File: src/inc/event_flag_pkg.sv
`default_nettype none
package event_flag_pkg;
    // ------------------------------------------------------------
    // control bus geometry
    // ------------------------------------------------------------
    localparam int unsigned ADDR_W = 5;
    localparam int unsigned DATA_W = 8;
    localparam int unsigned LEM_W  = 8;

    // ------------------------------------------------------------
    // register offsets
    // ------------------------------------------------------------
    localparam logic [4:0] OFS_EVENT_FLAGS     = 5'h02;
    localparam logic [4:0] OFS_EVENT_MASK      = 5'h03;
    localparam logic [4:0] OFS_TX_STATE        = 5'h04;
    localparam logic [4:0] OFS_RX_COND_A       = 5'h09;
    localparam logic [4:0] OFS_RX_COND_B       = 5'h0a;
    localparam logic [4:0] OFS_EVENT_CMP       = 5'h1a;
    localparam logic [4:0] OFS_TX_STATE_CMP    = 5'h1b;
    localparam logic [4:0] OFS_RX_COND_A_CMP   = 5'h1c;
    localparam logic [4:0] OFS_RX_COND_B_CMP   = 5'h1d;

    // read-only registers of the device; a write to any of them is rejected
    localparam logic [4:0] OFS_RO_RX_STATE     = 5'h08;
    localparam logic [4:0] OFS_RO_NOISE_CNT    = 5'h0f;
    localparam logic [4:0] OFS_RO_NOISE_PRE    = 5'h10;
    localparam logic [4:0] OFS_RO_STATE_CNT    = 5'h13;
    localparam logic [4:0] OFS_RO_STATE_PRE    = 5'h14;
    localparam logic [4:0] OFS_RO_LINK_ERR     = 5'h16;
    localparam logic [4:0] OFS_RO_DEVICE_ID    = 5'h18;
    localparam logic [4:0] OFS_RO_INJECT_CNT   = 5'h19;
    localparam logic [4:0] OFS_RO_RESERVED_0   = 5'h1e;
    localparam logic [4:0] OFS_RESERVED_REG_ONE = 5'h1f;

    // ------------------------------------------------------------
    // event flag bit positions
    // ------------------------------------------------------------
    localparam int unsigned BIT_REQ_PARITY     = 0;
    localparam int unsigned BIT_BUS_PARITY     = 1;
    localparam int unsigned BIT_WRITE_REJECT   = 2;
    localparam int unsigned BIT_WRITE_CONFLICT = 3;
    localparam int unsigned BIT_LINK_ERR_THR   = 4;
    localparam int unsigned BIT_RX_SUMMARY_A   = 5;
    localparam int unsigned BIT_RX_SUMMARY_B   = 6;
    localparam int unsigned BIT_USER_SENSE     = 7;

    // ------------------------------------------------------------
    // reset values
    // ------------------------------------------------------------
    localparam logic [7:0] RST_EVENT_FLAGS = 8'h10;
    localparam logic [7:0] RST_EVENT_MASK  = 8'h00;
    localparam logic [7:0] RST_TX_STATE    = 8'ha2;
    localparam logic [7:0] RST_ZERO        = 8'h00;
    localparam logic [7:0] LEM_ONE         = 8'h01;
endpackage : event_flag_pkg
`default_nettype wire

File: src/hw/event_flag_conditional_write.sv
// How it works
// conflicting protected write sets conflict flag
// mismatched bits keep value on protected write
// four compare registers pair with protected ones
// host alone clears conflict flag
// link error counter reaching zero sets flag
// link error threshold flag is sticky
// reset zeroes counter, sets threshold flag
// masked receive condition A sets summary A
// summary A clears after condition A gone
// masked receive condition B sets summary B
// summary B clears after condition B gone
// any sense bit sets user sense flag
// user sense clears only with both zero
// masked pending flag drives interrupt low
// event flags always readable, writes conditional
// write to read-only register sets reject
// reset clears the event mask
// host copies flags to compare before clearing
`default_nettype none
module event_flag_conditional_write (
    input  wire logic       core_clk_i,         // core clock, 200 MHz
    input  wire logic       rst_b_i,            // async reset, active low
    input  wire logic       cb_wr_i,            // control bus write strobe
    input  wire logic       cb_rd_i,            // control bus read strobe
    input  wire logic [4:0] cb_addr_i,          // control bus register address
    input  wire logic [7:0] cb_wdata_i,         // control bus write data
    output logic      [7:0] cb_rdata_o,         // read data, one cycle after read
    input  wire logic       req_parity_err_i,   // request data parity error pulse
    input  wire logic       bus_parity_err_i,   // control bus parity error pulse
    input  wire logic       lem_load_i,         // load link error counter
    input  wire logic [7:0] lem_load_value_i,   // value for counter load
    input  wire logic       lem_error_i,        // one link error seen
    input  wire logic [7:0] rx_cond_a_set_i,    // receive condition A events
    input  wire logic [7:0] rx_cond_b_set_i,    // receive condition B events
    input  wire logic [7:0] rx_mask_reg_a_i,    // receive mask A
    input  wire logic [7:0] rx_mask_reg_b_i,    // receive mask B
    input  wire logic [1:0] user_sense_i,       // sense pins, asynchronous
    output logic      [7:0] tx_state_o,         // transmit state register
    output logic            int_b_o             // interrupt, active low
);
    // ------------------------------------------------------------
    // helpers
    // ------------------------------------------------------------
    // bits that differ from the compare copy hold; the rest take the write
    function automatic logic [7:0] cond_merge(input logic [7:0] cur,
                                              input logic [7:0] cmp,
                                              input logic [7:0] wd);
        logic [7:0] hold;
        hold = cur ^ cmp;
        return (cur & hold) | (wd & ~hold);
    endfunction : cond_merge

    function automatic logic is_read_only(input logic [4:0] a);
        return (a == event_flag_pkg::OFS_RO_RX_STATE) || (a == event_flag_pkg::OFS_RO_NOISE_CNT) ||
               (a == event_flag_pkg::OFS_RO_NOISE_PRE) || (a == event_flag_pkg::OFS_RO_STATE_CNT) ||
               (a == event_flag_pkg::OFS_RO_STATE_PRE) || (a == event_flag_pkg::OFS_RO_LINK_ERR) ||
               (a == event_flag_pkg::OFS_RO_DEVICE_ID) || (a == event_flag_pkg::OFS_RO_INJECT_CNT) ||
               (a == event_flag_pkg::OFS_RO_RESERVED_0) || (a == event_flag_pkg::OFS_RESERVED_REG_ONE);
    endfunction : is_read_only

    // ------------------------------------------------------------
    // state
    // ------------------------------------------------------------
    logic [7:0] event_flags_ff,     nxt_event_flags;
    logic [7:0] event_mask_ff,      nxt_event_mask;
    logic [7:0] tx_state_ff,        nxt_tx_state;
    logic [7:0] rx_cond_a_ff,       nxt_rx_cond_a;
    logic [7:0] rx_cond_b_ff,       nxt_rx_cond_b;
    logic [7:0] event_cmp_ff,       nxt_event_cmp;
    logic [7:0] tx_cmp_ff,          nxt_tx_cmp;
    logic [7:0] rx_a_cmp_ff,        nxt_rx_a_cmp;
    logic [7:0] rx_b_cmp_ff,        nxt_rx_b_cmp;
    logic [7:0] lem_cnt_ff,         nxt_lem_cnt;
    logic [7:0] rdata_ff,           nxt_rdata;
    logic       int_b_ff,           nxt_int_b;
    logic [1:0] sense_meta_ff;
    logic [1:0] sense_sync_ff;

    logic       wr_flags, wr_tx, wr_rx_a, wr_rx_b;
    logic       conflict;
    logic       lem_hit;
    logic [7:0] hw_set;

    // ------------------------------------------------------------
    // sense pin synchroniser
    // ------------------------------------------------------------
    always_ff @(posedge core_clk_i or negedge rst_b_i)
    begin
        if (!rst_b_i)
        begin
            sense_meta_ff <= 2'h0;
            sense_sync_ff <= 2'h0;
        end
        else
        begin
            sense_meta_ff <= user_sense_i;
            sense_sync_ff <= sense_meta_ff;
        end
    end

    // ------------------------------------------------------------
    // next-state logic
    // ------------------------------------------------------------
    always_comb
    begin
        wr_flags = cb_wr_i && (cb_addr_i == event_flag_pkg::OFS_EVENT_FLAGS);
        wr_tx    = cb_wr_i && (cb_addr_i == event_flag_pkg::OFS_TX_STATE);
        wr_rx_a  = cb_wr_i && (cb_addr_i == event_flag_pkg::OFS_RX_COND_A);
        wr_rx_b  = cb_wr_i && (cb_addr_i == event_flag_pkg::OFS_RX_COND_B);

        // any differing bit in the addressed pair is a conflict
        conflict = (wr_flags && ((event_flags_ff ^ event_cmp_ff) != 8'h00)) ||
                   (wr_tx    && ((tx_state_ff ^ tx_cmp_ff) != 8'h00)) ||
                   (wr_rx_a  && ((rx_cond_a_ff ^ rx_a_cmp_ff) != 8'h00)) ||
                   (wr_rx_b  && ((rx_cond_b_ff ^ rx_b_cmp_ff) != 8'h00));

        // counter parks at zero; only a step from one to zero fires
        lem_hit     = lem_error_i && !lem_load_i && (lem_cnt_ff == event_flag_pkg::LEM_ONE);
        nxt_lem_cnt = lem_cnt_ff;
        if (lem_load_i)
            nxt_lem_cnt = lem_load_value_i;
        else if (lem_error_i && (lem_cnt_ff != event_flag_pkg::RST_ZERO))
            nxt_lem_cnt = lem_cnt_ff - event_flag_pkg::LEM_ONE;

        nxt_rx_cond_a = (wr_rx_a ? cond_merge(rx_cond_a_ff, rx_a_cmp_ff, cb_wdata_i) : rx_cond_a_ff)
                        | rx_cond_a_set_i;
        nxt_rx_cond_b = (wr_rx_b ? cond_merge(rx_cond_b_ff, rx_b_cmp_ff, cb_wdata_i) : rx_cond_b_ff)
                        | rx_cond_b_set_i;
        nxt_tx_state  = wr_tx ? cond_merge(tx_state_ff, tx_cmp_ff, cb_wdata_i) : tx_state_ff;

        // hardware sets win over a clearing write in the same cycle
        hw_set = 8'h00;
        hw_set[event_flag_pkg::BIT_REQ_PARITY]     = req_parity_err_i;
        hw_set[event_flag_pkg::BIT_BUS_PARITY]     = bus_parity_err_i;
        hw_set[event_flag_pkg::BIT_WRITE_REJECT]   = cb_wr_i && is_read_only(cb_addr_i);
        hw_set[event_flag_pkg::BIT_WRITE_CONFLICT] = conflict;
        hw_set[event_flag_pkg::BIT_LINK_ERR_THR]   = lem_hit;
        // level sources keep the summary bits up until the cause is gone
        hw_set[event_flag_pkg::BIT_RX_SUMMARY_A]   = |(rx_cond_a_ff & rx_mask_reg_a_i);
        hw_set[event_flag_pkg::BIT_RX_SUMMARY_B]   = |(rx_cond_b_ff & rx_mask_reg_b_i);
        hw_set[event_flag_pkg::BIT_USER_SENSE]     = |sense_sync_ff;

        // no path clears a flag except a host write
        nxt_event_flags = (wr_flags ? cond_merge(event_flags_ff, event_cmp_ff, cb_wdata_i) : event_flags_ff)
                          | hw_set;

        nxt_event_mask = (cb_wr_i && (cb_addr_i == event_flag_pkg::OFS_EVENT_MASK)) ? cb_wdata_i : event_mask_ff;
        nxt_event_cmp  = (cb_wr_i && (cb_addr_i == event_flag_pkg::OFS_EVENT_CMP)) ? cb_wdata_i : event_cmp_ff;
        nxt_tx_cmp     = (cb_wr_i && (cb_addr_i == event_flag_pkg::OFS_TX_STATE_CMP)) ? cb_wdata_i : tx_cmp_ff;
        nxt_rx_a_cmp   = (cb_wr_i && (cb_addr_i == event_flag_pkg::OFS_RX_COND_A_CMP)) ? cb_wdata_i : rx_a_cmp_ff;
        nxt_rx_b_cmp   = (cb_wr_i && (cb_addr_i == event_flag_pkg::OFS_RX_COND_B_CMP)) ? cb_wdata_i : rx_b_cmp_ff;

        nxt_int_b = ~|(event_flags_ff & event_mask_ff);

        nxt_rdata = rdata_ff;
        if (cb_rd_i)
        begin
            unique case (cb_addr_i)
                event_flag_pkg::OFS_EVENT_FLAGS:   nxt_rdata = event_flags_ff;
                event_flag_pkg::OFS_EVENT_MASK:    nxt_rdata = event_mask_ff;
                event_flag_pkg::OFS_TX_STATE:      nxt_rdata = tx_state_ff;
                event_flag_pkg::OFS_RX_COND_A:     nxt_rdata = rx_cond_a_ff;
                event_flag_pkg::OFS_RX_COND_B:     nxt_rdata = rx_cond_b_ff;
                event_flag_pkg::OFS_EVENT_CMP:     nxt_rdata = event_cmp_ff;
                event_flag_pkg::OFS_TX_STATE_CMP:  nxt_rdata = tx_cmp_ff;
                event_flag_pkg::OFS_RX_COND_A_CMP: nxt_rdata = rx_a_cmp_ff;
                event_flag_pkg::OFS_RX_COND_B_CMP: nxt_rdata = rx_b_cmp_ff;
                default:                           nxt_rdata = 8'h00;
            endcase
        end
    end

    // ------------------------------------------------------------
    // registers
    // ------------------------------------------------------------
    always_ff @(posedge core_clk_i or negedge rst_b_i)
    begin
        if (!rst_b_i)
        begin
            event_flags_ff <= event_flag_pkg::RST_EVENT_FLAGS;
            event_mask_ff  <= event_flag_pkg::RST_EVENT_MASK;
            tx_state_ff    <= event_flag_pkg::RST_TX_STATE;
            rx_cond_a_ff   <= event_flag_pkg::RST_ZERO;
            rx_cond_b_ff   <= event_flag_pkg::RST_ZERO;
            event_cmp_ff   <= event_flag_pkg::RST_ZERO;
            tx_cmp_ff      <= event_flag_pkg::RST_ZERO;
            rx_a_cmp_ff    <= event_flag_pkg::RST_ZERO;
            rx_b_cmp_ff    <= event_flag_pkg::RST_ZERO;
            lem_cnt_ff     <= event_flag_pkg::RST_ZERO;
            rdata_ff       <= event_flag_pkg::RST_ZERO;
            int_b_ff       <= 1'b1;
        end
        else
        begin
            event_flags_ff <= nxt_event_flags;
            event_mask_ff  <= nxt_event_mask;
            tx_state_ff    <= nxt_tx_state;
            rx_cond_a_ff   <= nxt_rx_cond_a;
            rx_cond_b_ff   <= nxt_rx_cond_b;
            event_cmp_ff   <= nxt_event_cmp;
            tx_cmp_ff      <= nxt_tx_cmp;
            rx_a_cmp_ff    <= nxt_rx_a_cmp;
            rx_b_cmp_ff    <= nxt_rx_b_cmp;
            lem_cnt_ff     <= nxt_lem_cnt;
            rdata_ff       <= nxt_rdata;
            int_b_ff       <= nxt_int_b;
        end
    end

    assign cb_rdata_o = rdata_ff;
    assign tx_state_o = tx_state_ff;
    assign int_b_o    = int_b_ff;

    // ------------------------------------------------------------
    // assertions
    // ------------------------------------------------------------
    property p_conflict_sets_flag;
        @(posedge core_clk_i) disable iff (!rst_b_i)
        (wr_tx && ((tx_state_ff ^ tx_cmp_ff) != 8'h00)) |=> event_flags_ff[3];
    endproperty
    a_conflict_sets_flag: assert property (p_conflict_sets_flag) else $error("conflict flag not set");

    property p_mismatch_holds;
        @(posedge core_clk_i) disable iff (!rst_b_i)
        wr_tx |=> ((tx_state_ff ^ $past(tx_state_ff)) & $past(tx_state_ff ^ tx_cmp_ff)) == 8'h00;
    endproperty
    a_mismatch_holds: assert property (p_mismatch_holds) else $error("mismatched bit changed");

    property p_compare_write;
        @(posedge core_clk_i) disable iff (!rst_b_i)
        (cb_wr_i && cb_addr_i == event_flag_pkg::OFS_TX_STATE_CMP) |=> tx_cmp_ff == $past(cb_wdata_i);
    endproperty
    a_compare_write: assert property (p_compare_write) else $error("compare register not written");

    property p_conflict_sticky;
        @(posedge core_clk_i) disable iff (!rst_b_i)
        (event_flags_ff[3] && !wr_flags) |=> event_flags_ff[3];
    endproperty
    a_conflict_sticky: assert property (p_conflict_sticky) else $error("conflict flag dropped");

    property p_lem_threshold;
        @(posedge core_clk_i) disable iff (!rst_b_i)
        (lem_error_i && !lem_load_i && lem_cnt_ff == 8'h01) |=> (lem_cnt_ff == 8'h00) && event_flags_ff[4];
    endproperty
    a_lem_threshold: assert property (p_lem_threshold) else $error("threshold not flagged");

    property p_lem_sticky;
        @(posedge core_clk_i) disable iff (!rst_b_i)
        (event_flags_ff[4] && !wr_flags) |=> event_flags_ff[4];
    endproperty
    a_lem_sticky: assert property (p_lem_sticky) else $error("threshold flag dropped");

    property p_reset_values;
        @(posedge core_clk_i) $rose(rst_b_i) |-> (lem_cnt_ff == 8'h00) && event_flags_ff[4] && (event_mask_ff == 8'h00);
    endproperty
    a_reset_values: assert property (p_reset_values) else $error("bad reset state");

    property p_rx_summary_a;
        @(posedge core_clk_i) disable iff (!rst_b_i)
        (|(rx_cond_a_ff & rx_mask_reg_a_i)) |=> event_flags_ff[event_flag_pkg::BIT_RX_SUMMARY_A];
    endproperty
    a_rx_summary_a: assert property (p_rx_summary_a) else $error("receive summary A missing");

    property p_rx_summary_b;
        @(posedge core_clk_i) disable iff (!rst_b_i)
        (|(rx_cond_b_ff & rx_mask_reg_b_i)) |=> event_flags_ff[event_flag_pkg::BIT_RX_SUMMARY_B];
    endproperty
    a_rx_summary_b: assert property (p_rx_summary_b) else $error("receive summary B missing");

    // a summary may only fall once its masked cause was gone a cycle earlier
    property p_rx_clear_a;
        @(posedge core_clk_i) disable iff (!rst_b_i)
        $fell(event_flags_ff[event_flag_pkg::BIT_RX_SUMMARY_A])
        |-> ($past(rx_cond_a_ff & rx_mask_reg_a_i) == 8'h00);
    endproperty
    a_rx_clear_a: assert property (p_rx_clear_a) else $error("summary A cleared with cause");

    property p_rx_clear_b;
        @(posedge core_clk_i) disable iff (!rst_b_i)
        $fell(event_flags_ff[event_flag_pkg::BIT_RX_SUMMARY_B])
        |-> ($past(rx_cond_b_ff & rx_mask_reg_b_i) == 8'h00);
    endproperty
    a_rx_clear_b: assert property (p_rx_clear_b) else $error("summary B cleared with cause");

    property p_user_sense;
        @(posedge core_clk_i) disable iff (!rst_b_i)
        (|sense_sync_ff) |=> event_flags_ff[7];
    endproperty
    a_user_sense: assert property (p_user_sense) else $error("user sense flag low");

    property p_sense_clear;
        @(posedge core_clk_i) disable iff (!rst_b_i)
        $fell(event_flags_ff[event_flag_pkg::BIT_USER_SENSE]) |-> ($past(sense_sync_ff) == 2'h0);
    endproperty
    a_sense_clear: assert property (p_sense_clear) else $error("user sense cleared with sense high");

    property p_interrupt;
        @(posedge core_clk_i) disable iff (!rst_b_i)
        (|(event_flags_ff & event_mask_ff)) |=> !int_b_o;
    endproperty
    a_interrupt: assert property (p_interrupt) else $error("interrupt not driven");

    property p_reject;
        @(posedge core_clk_i) disable iff (!rst_b_i)
        (cb_wr_i && cb_addr_i == event_flag_pkg::OFS_RESERVED_REG_ONE)
        |=> event_flags_ff[event_flag_pkg::BIT_WRITE_REJECT];
    endproperty
    a_reject: assert property (p_reject) else $error("write reject not flagged");

    c_conflict: cover property (@(posedge core_clk_i) disable iff (!rst_b_i) wr_flags && conflict);
    c_clear_ok: cover property (@(posedge core_clk_i) disable iff (!rst_b_i)
        event_flags_ff[4] && wr_flags && !conflict ##1 !event_flags_ff[4]);
    c_lem_hit: cover property (@(posedge core_clk_i) disable iff (!rst_b_i) lem_hit);
    c_int_low: cover property (@(posedge core_clk_i) disable iff (!rst_b_i) !int_b_o);

endmodule : event_flag_conditional_write
`default_nettype wire

File: config.mk
export PLATFORM = sky130hd
export DESIGN_NAME = event_flag_conditional_write
export DESIGN_NICKNAME = d
export VERILOG_FILES = /design/src/inc/event_flag_pkg.sv /design/src/hw/event_flag_conditional_write.sv
export SDC_FILE = /design/constraint.sdc
export NUM_CORES = 1
export LEC_CHECK = 0
export CELL_PAD_IN_SITES_DETAIL_PLACEMENT = 1
export CELL_PAD_IN_SITES_GLOBAL_PLACEMENT = 1
export CORE_MARGIN = 3
export CORE_UTILIZATION = 33
export DETAILED_ROUTE_END_ITERATION = 8
export DONT_BUFFER_PORTS = 1
export PLACE_DENSITY = 0.63
export SLEW_MARGIN = 20
export SYNTH_ARGS = -nofsm -noshare
export SYNTH_HDL_FRONTEND = slang
export SYNTH_SLANG_ARGS = --single-unit
File: constraint.sdc
create_clock -name core_clk_i -period 1.9 [get_ports core_clk_i]
set_input_delay 0.095 -clock core_clk_i [delete_from_list [all_inputs] [get_ports core_clk_i]]
set_output_delay 0.095 -clock core_clk_i [all_outputs]
set_load 0.01 [all_outputs]
; ---- Word-level counts from Yosys, hierarchy flattened
; Index checks and enable logic that the tools add are counted.
[totals]
latchBits = 0
word_cells = 108
ram_bits = 0
inputBits = 63
register_bits = 93
n_memories = 0
out_inout_bits = 17
mem_bits_ro = 0
[op_classes]
n_lt_le_gt_ge = 0
shifts = 0
bitwise_logic = 26
reduce_logical = 41
multipliers = 0
add_sub_neg = 1
n_div = 0
n_eq_ne = 20
n_mux = 6
[op_table]
columns = op, count
row1 = 8-bit bitwise AND, 11
row2 = 8-bit one-hot mux with 9 select lines, 1
row3 = 5-bit equality test (second input constant), 12
row4 = 8-bit OR, 7
row5 = 8-bit 2-to-1 mux, 5
row6 = 8-bit nonzero test, 5
row7 = 8-bit inverter, 4
row8 = 8-bit bitwise XOR, 4
row9 = 8-bit OR reduction, 3
row10 = 5-bit by 4-bit equality test with 1-bit output (second input constant), 4
row11 = 1-bit logical AND, 17
row12 = 1-bit logical OR, 12
row13 = 5-bit by 2-bit equality test with 1-bit output (second input constant), 2
row14 = 8-bit by 1-bit equality test with 1-bit output (second input constant), 1
row15 = 8-bit by 1-bit subtractor with 8-bit output (second input constant), 1
row16 = 5-bit by 3-bit equality test with 1-bit output (second input constant), 1
row17 = 1-bit logical NOT, 2
row18 = 2-bit nonzero test, 1
row19 = 2-bit OR reduction, 1

; ---- Longest topological paths before layout
; Gate-level depths: netlist of the first run.
[depth]
ltp_word = 12
depth_mapped = 8
depth_no_buf = 7

; ---- Worst setup path after synthesis of the first run
; OpenSTA, ideal clock, no wires.
[synth_timing]
kind = reg-to-reg
start = reg lem_cnt_ff[0]
end = reg lem_cnt_ff[7]
setup_ns = 0.128
stages_incl_launch_ff = 6
period_less_slack_ns = 1.729
arrival_time_ns = 1.601
path_slack_ns = 0.171
n_path_buf = 0
required_time_ns = 1.772
path_cell_list = dfrtp_1 > or4b_4 > a211o_1 > nor4_2 > xnor2_1 > o21ai_1
[synth_via]
elab_chain_cells = 3
word_cells_on_any_way = 6
cone_classes = add/sub (1) / mux (2) / reduce/logical (3)
[synth_rtl]
columns = element, line_no
row1 = start: declaration, event_flag_conditional_write.sv:74  ; logic [7:0] lem_cnt_ff, nxt_lem_cnt;
row2 = start signal: assignment, event_flag_conditional_write.sv:190  ; lem_cnt_ff <= event_flag_pkg::RST_ZERO;
row3 = start signal: assignment, event_flag_conditional_write.sv:205  ; lem_cnt_ff <= nxt_lem_cnt;
row4 = 8-bit by 1-bit subtractor with 8-bit output or 8-bit nonzero test (tied branches), "event_flag_conditional_write.sv:124, event_flag_conditional_write.sv:123"
row5 = 8-bit 2-to-1 mux or 1-bit logical AND (tied branches), event_flag_conditional_write.sv:123  ; else if (lem_error_i && (lem_cnt_ff != event_flag_pkg::RST_ZERO))
row6 = 8-bit 2-to-1 mux or 2-bit nonzero test (tied branches), -
; Several ways; a longest one is shown, not always the timed one. The select of a mux whose other input is x is not followed.
; A chain may end at the register's enable or synchronous reset.

; ---- Worst setup path in the final report of the first run
[layout_timing]
start = reg lem_cnt_ff[2]
end = reg lem_cnt_ff[7]
; Same word-level chain as after synthesis.

==> results.md, run 1 <==
Worst setup path:
- The startpoint type of the worst setup path is a flip-flop.
- The number of buffers and inverters on the critical path is 0.
- The cell at the slowest stage of the critical path is or4b_4.
- STA puts the critical path data required time at between 2000 and 2500 ps.
- The kind of cell with the highest combined delay on the critical path is simple AND/OR/NAND/NOR gates.
- The signal on the critical path passes through or4b_4 > a211o_1 > nor4_2 > xnor2_1 > o21ai_1.
- The worst setup path is captured at a flip-flop.
- For this run, the slowest stage of the critical path takes between 500 and 600 ps.
- The startpoint-to-endpoint class of the critical path is reg2reg.
- The biggest fanout along the worst timing path is 5.
- For the worst setup path, the data arrival time is 2080 ps.

Synth:
- For this run, the leading register cell type out of synthesis is dfrtp_1.
- In this run, synthesis inferred 0 flip-flops with an integrated enable.
- The total standard cell area after synthesis is 5110 um2.
- Averaged over all synthesized cells, the footprint is 10.3 um2.
- The count of different cell masters after synthesis is 58.
- The number of warnings printed during yosys synthesis is 0.
- The synthesized design contains 93 register bits.
- Counting every net in the synthesized netlist gives between 500 and 600.
- For this run, the register share of the synthesized area comes to 0.457.
- The fraction of registers with async set/reset is 1.00.
- After technology mapping, the gate count stands at just under 500.

Placement:
- The placed wire-length estimate is around 12 mm.
- Timing analysis after detailed placement gives a worst setup slack of 72.4 ps.
- The number of placed cells counting well taps is about 670.
- Routability-driven placement finished with a final weighted congestion of 0.898.
- The number of buffers added on ports is 0.

Finish:
- Relative to the synthesized area, the layout overhead comes to 23.4%.
- In the final layout, the share of cells above drive strength 1 is 0.190.
- The antenna diode instance count is 0.
- The final cell count without fillers is 748.
- In the final layout, the multi-input gates occupy 2670 um2.
- Counting the fill cells in the layout gives approximately 1.6k.
- The number of nets in the finished design is 624.
- In the final layout, flip-flops and latches occupy about 2300 um2.

Timing:
- The final setup skew is approximately 5.6 ps.
- Subtracting the final worst setup slack from the clock period gives around 1900 ps.
- The setup-violating endpoint count in the final report is 0.
- The max-slew violation count is 0.
- Setup repair after global routing could not meet its margin everywhere.
- The number of hold violations in the final report was between 90 and 100.
- The maximum operating frequency is 537 MHz.
- The hold slack is -569 ps.
- The transition time of the tightest slew-check pin is 604 ps.
- The smallest setup slack after layout is 37.7 ps.
- The portion of the clock cycle consumed by the worst path in the final layout is 0.980.
- The headroom to the max-slew limit is 0.595.

Floorplanning:
- For this design the top-level I/O count stands at 80.
- The site row count is between 40 and 50.
- The horizontal die dimension is 130 um.
- The vertical die dimension is 130 um.
- The overall die area is 17000 um2.
- The floorplan step defined a core boundary enclosing 14800 um2.
- For this configuration, the core starts out at a cell density of 0.345.

Run:
- The number of max-capacitance violations reported is 0.

Routing:
- The wire length reported by the detailed router is 17.2 mm.
- The via count is 4312.
- After the first detailed-routing iteration, the DRC count stood at 240.
- The count of TritonRoute iterations in the first routing pass is 4.
- In this run the remaining antenna-violating nets after routing total 0.
- The wire length per cell after detailed routing is 22.9 um.
- In the routed layout, each cell is associated on average with a via count of 5.76.
- The DRC violation count after routing is 0.

Clock tree:
- TritonCTS built the clock tree.
- The cts-stage hold buffer count is a little over 60.
- The maximum buffer depth of the clock tree is 2.
- The post-CTS setup repair buffer count is 0.
- The clock transition at the registers of the reported paths is around 70 ps.
- The number of H-tree levels is 3.
- In this run, CTS created clock tree buffers numbering 9.
- CTS saw a little over 90 sinks.
- The cell at the root of the clock tree is clkbuf_16.
- The latest clock arrival within the worst-skew pair is around 360 ps.

Status:
- The run finished, with violations left.
- The final reports fail on hold timing.

GRT:
- The overall global routing resource usage is 0.210.
- Summed over all layers, the global routing overflow is 0.
- The initial antenna violation count came to 0.
- The via count of the first global-routing pass was 4550.
- The first global-routing pass estimated around 27 mm of wire.
- The pin count of the biggest net entering global routing is 94.

Pwr:
- The largest vdd supply drop is 0.512 mV.
- The leakage component of the power is approximately 0.0024 uW.
- The power density of the placed cells is 821 nW/um2.
- The overall power of the completed layout is about 5200 uW.

Worst hold path:
- The path type of the worst min-delay path is in2async.
-- cells in the mapped netlist, drive strengths merged, types with 4 or more instances --
master	n	area (um2)
dfstp	5	131
nor2	29	121
nor4b	4	50.1
a221oi	10	87.6
clkbuf	10	37.5
or3	4	25.0
dfrtp	88	2200
o21ai	38	190
nor4	5	43.8
nand2b	6	37.5
buf	13	68.8
and4	4	35.0
nand4	9	56.3
mux2	44	495
nor3	5	45.0
o2bb2ai	7	61.3
a22oi	28	210
a21oi	53	265
or2	13	81.3
xnor2	35	307
o21bai	7	52.6
and3	8	50.1
nand2	27	109
a32o	4	40.0
nand3	4	25.0
-- through the flow --
stage	util	setup TNS, ps	hold slack, ps	instance area (um2)
floorplan	-	0	-201	5110
global placement	0.361	0	-196	5350
detailed placement	0.361	0	-196	5350
CTS	0.425	0	-584	6290
global route	0.426	-46.2	-590	6300
finish	0.426	0	-569	6300
-- state kept, by name, summed over array words and instances, names as in the netlist, named ones only --
register	flops
sense_meta_ff	2
event_flags_ff	8
rx_cond_b_ff	8
int_b_o	1
sense_sync_ff	2
rx_b_cmp_ff	8
event_mask_ff	8
event_cmp_ff	8
cb_rdata_o	8
rx_a_cmp_ff	8
rx_cond_a_ff	8
tx_cmp_ff	8
lem_cnt_ff	8
-- where the power goes --
part           leakage (uW)  switching [uW]  internal (uW)
registers           0.00107             277           2200
logic               0.00118             268            408
clock network      0.000163             828           1200
total               0.00241            1370           3800
-- worst reg2reg max path: stages, from the launching register on --
cell	delay [ps]
dfrtp_1	440
or4b_4	540
a211o_1	340
nor4_2	190
xnor2_1	150
o21ai_1	70
-- layout by cell type (no fill, tap or decap), types with 3 or more instances in the layout --
cell and count:
a22oi_1 28, o2bb2ai_1 7, nor2b_1 3, and3_1 8, o21ai_0 34, nor4_2 4
a221oi_1 10, buf_4 16, xnor2_1 35, nand2_2 3, nor3_2 4, and4_1 4
or2_1 8, o21ai_1 4, nor4b_1 3, mux2_2 44, inv_1 3, or3_1 4
dfstp_2 5, nand3_1 3, o21bai_1 7, a21oi_1 53, nor2_1 26, nand4_1 9
a32o_1 4, or2_2 5, nand2_1 24, clkbuf_16 9, nand2b_1 6, dfrtp_1 88
dlygate4sd3_1 61
-- repair_timing --
| action | CTS | global route |
|---|---|---|
| hold endpoints to repair | 175 | 93 |
| setup endpoints to repair | 0 | 4 |
| gates resized for setup | 0 | 2 |
-- routing by layer --
metal  wire length [um]  track usage  vias to the layer above
li1                   -            -                     1968
met1               7270        0.259                     2178
met2               8350        0.350                      129
met3               1080       0.0659                       37
met4                458       0.0690                        0
met5                  0            0                        -
-- final cells by class --
cell class                 instances  share of cell area
tap                              184              0.0365
timing repair buffer              77               0.116
multi-input combinational        374               0.423
clock buffer                      10              0.0379
sequential                        93               0.370
inverter                           4             0.00238
clock inverter                     6              0.0145
-- worst paths after layout --
path / startpoint / depth (start not counted) / to / slack [ps]
worst min-delay path: rst_b_i / 0 / cb_rdata_o[3] / -570
worst max-delay path: lem_cnt_ff[2] / 5 / lem_cnt_ff[7] / 40
worst min register to register: sense_meta_ff[1] / 0 / sense_sync_ff[1] / 350
max in group asynchronous: rst_b_i / 0 / asynchronous set/reset pin / 2210
min in group core_clk_i: cb_wdata_i[2] / 3 / rx_cond_b_ff[2] / 10
worst max register to register: lem_cnt_ff[2] / 5 / lem_cnt_ff[7] / 40
-- logic make-up (layout without fill, tap and decap cells) --
| family | count (synthesis) | after routing | synth area share |
|---|---|---|---|
| AO/OA/AOI/OAI | 159 | 159 | 0.197 |
| XOR/XNOR | 37 | 37 | 0.0634 |
| AND/OR/NAND/NOR | 132 | 132 | 0.157 |
| adder cells (fa/ha/maj) | 2 | 2 | 0.00490 |
| flip-flops | 93 | 93 | 0.457 |
| multiplexers | 44 | 44 | 0.0970 |
| buffers and inverters | 27 | 97 | 0.0238 |
No activity file was read; power rests on OpenSTA's default activity.
==> run 2, diff against run 1 <==
--- a/config.mk
+++ b/config.mk
@@ -8,10 +8,10 @@
 export CELL_PAD_IN_SITES_DETAIL_PLACEMENT = 1
 export CELL_PAD_IN_SITES_GLOBAL_PLACEMENT = 1
 export CORE_MARGIN = 3
-export CORE_UTILIZATION = 33
+export CORE_UTILIZATION = 50
 export DETAILED_ROUTE_END_ITERATION = 8
 export DONT_BUFFER_PORTS = 1
-export PLACE_DENSITY = 0.63
+export PLACE_DENSITY = 0.86
 export SLEW_MARGIN = 20
 export SYNTH_ARGS = -nofsm -noshare
 export SYNTH_HDL_FRONTEND = slang
==> run 2 against run 1 <==
The run still ends with hold timing left. Die area shrank 33%. Clock skew grew 12 ps. Clock-buffer cell count rose by 3. Design area down 3.7%. Hold slack worse by 36 ps. Sequential share of layout area grew 1.4 points. Clock power down 41%. Utilization up 19 points. First-iteration DRC count is 94% higher. Combinational power rose by 3.7%. Largest power group unchanged.
==> results.md, run 2 (same netlist as run 1, synthesis figures left out) <==
Status:
- The flow ran to the end, but the final reports show violations.
- The checks that failed: hold timing.

Pwr:
- Of the total power, the share spent switching nets is 0.299.
- IR analysis of the VDD net gives a maximum drop of 0.345 mV.
- Of the total power, the clock network draws 0.273.
- The internal power of the cells totals 3070 uW.
- Of the total power, registers draw 0.567.
- The power density of the placed cells is 722 nW/um2.
- The switching component of the power is 1310 uW.
- The share of total power dissipated in combinational logic is 0.160.
- The leakage component of the power is about 0.0023 uW.

Placement:
- Detailed placement ended at an HPWL of 11.3 mm.
- The congestion estimate from routability-driven global placement came to 0.956.
- The post-placement setup slack is between 70 and 80 ps.
- In this run the tool buffered the top-level ports with 0 buffer cells.

Timing:
- The number of hold violations in the final report is slightly above 90.
- The smallest setup slack after layout is about 53 ps.
- The tightest hold path in the finished design has a slack of -605 ps.
- At the pin with the least slew margin, the transition time is 702 ps.
- Of the available clock period, the critical path in the final layout requires 0.972.
- The final setup skew is between 15 and 20 ps.
- Summed over all failing endpoints, the final setup total negative slack is 0 ps.
- The post-route minimum period is 1850 ps.
- The max-slew violation count is 0.
- The setup-violating endpoint count in the final report is 0.
- Setup repair after global routing could not meet its margin everywhere.
- Headroom to the max-slew limit came out at 0.528.
- Derived from the worst setup path, the maximum achievable clock frequency is 541 MHz.

Finish:
- In the layout the commonest cells are dfrtp_1, dlygate4sd3_1, a21oi_1.
- In the final layout, the share of cells above drive strength 1 is 0.177.
- The antenna diode instance count is 0.
- The area growth from synthesis to layout is 18.9%.
- The number of nets in the finished design is 624.
- Fill cells in the final layout number 1061.
- The most frequent standard cell in the layout excluding fill and tap cells is dfrtp_1.

Worst setup path:
- Data on the critical path is required at its endpoint by ~2100 ps.
- The worst register-to-register path has a depth of 5.
- The register-to-register path setup slack is 50 ps.
- STA classifies the critical path endpoint as a flip-flop.
- The startpoint identified for the worst register-to-register timing path is lem_cnt_ff[0].
- The critical path goes through or4b_4 > a211o_1 > nor4_2 > xnor2_1 > o21ai_1.
- The cell at the slowest stage of the critical path is or4b_4.
- The data arrival time of the worst path is 2090 ps.
- The worst setup path is of the reg2reg kind.
- The worst register-to-register path ends at lem_cnt_ff[7].
- In this run the worst path has a maximum fanout of 4.
- The longest individual stage delay on the worst path is 540 ps.
- STA classifies the critical path startpoint as a flip-flop.

Floorplanning:
- The floorplan core area is 9860 um2.
- The die covers 11500 um2.
- The horizontal die dimension is 107 um.
- The vertical die dimension is 107 um.
- The initial core utilization is 0.518.
- In this run the core area contains 36 standard-cell rows.
- The top-level I/O count is 80.

Clock tree:
- For the worst-skew pair, the clock arrives at the later sink with an insertion delay of 380 ps.
- In this run the clock root is driven by a clkbuf_8.
- CTS saw 93 sinks.
- In this run the number of H-tree levels came out at 3.
- After clock tree synthesis, the flow added hold-fix buffers numbering 65.
- TritonCTS built the clock tree.
- The number of clock buffers added by TritonCTS is 9.
- The clock transition at the registers of the reported paths is 100 ps.
- No sink is reached through more buffers than the 2 on the longest clock path.

Run:
- The tool flagged a number of max-cap violations equal to 0.

Routing:
- The routed design has ~18 mm of wire.
- The wire length per cell after detailed routing is 26.0 um.
- After detailed routing, the number of remaining DRC violations is 0.
- The vias per cell is approximately 6.7.
- The remaining number of nets flagged by the antenna check after routing is 0.
- In this run, the number of DRC markers left after iteration 0 of detailed routing was approximately 470.
- Before antenna repair, the detailed router went through 6 iterations.
- The via count is 4646.

Worst hold path:
- The path class of the tightest hold or removal check is in2async.

GRT:
- The via count of the first global-routing pass is approximately 5k.
- The pin count of the biggest net entering global routing is 94.
- For this run, the total global-route usage over all layers was measured as 0.327.
- The initial antenna violation count is 0.
- The first-pass GRT wire length is 28.2 mm.
- Summed over all layers, the global routing overflow is 0.
==> run 2: final cells by class <==
cell class / count / area [um2] / area share
inverters: 4 / 15.0 / 0.00247
well taps: 133 / 166 / 0.0274
repair buffers: 77 / 741 / 0.122
clock inverters: 3 / 15.0 / 0.00247
flip-flops and latches: 93 / 2330 / 0.384
clock buffers: 13 / 139 / 0.0229
multi-input cells: 374 / 2660 / 0.439
==> run 2: worst max path at each step <==
stage / startpoint / end / slack [ps] / cells after the start
global placement: lem_cnt_ff[0] / lem_cnt_ff[7] / 140 / 5
global route: lem_cnt_ff[0] / lem_cnt_ff[7] / -50 / 5
CTS: lem_cnt_ff[0] / lem_cnt_ff[7] / 40 / 5
finish: lem_cnt_ff[0] / lem_cnt_ff[7] / 50 / 5
floorplan: lem_cnt_ff[0] / lem_cnt_ff[7] / 170 / 5
detailed placement: lem_cnt_ff[0] / lem_cnt_ff[7] / 70 / 5
==> run 2: power by group through the flow <==
stage               Clock, uW  Sequential (uW)  Combinational (uW)
floorplan                   0             2420                 493
global placement            0             2480                 518
CTS                      1200             2470                 676
detailed placement          0             2500                 553
finish                   1200             2490                 701
global route             1280             2510                 753
==> run 2: routing by layer <==
layer  vias up  global-route usage  wire length (um)
met2       268               0.546              8860
met5         -                   0                 0
met4         0               0.177               974
met3        87              0.0765              1550
met1      2323               0.388              6740
li1       1968                   -                 -
==> run 2: what timing repair did <==
| action | in CTS | in global routing |
|---|---|---|
| endpoints found under the setup margin | 0 | 5 |
| gates resized for setup | 0 | 3 |
| setup buffers | 0 | 1 |
| endpoints found under the hold margin | 174 | 93 |
==> run 2: worst max-delay path: cells and delay by family, from the launching register on <==
| kind | cells | cell delay, ps |
|---|---|---|
| xor+xnor | 1 | 150 |
| simple gates | 2 | 720 |
| compound gates | 2 | 400 |
| flops | 1 | 440 |
==> run 2: through the flow <==
step                power [uW]  cell area [um2]   util  std cells
floorplan                 2910             5110      -        494
global placement          3000             5250  0.532        615
detailed placement        3060             5250  0.532        615
CTS                       4340             6050  0.614        696
global route              4550             6070  0.616        697
finish                    4390             6070  0.616        697
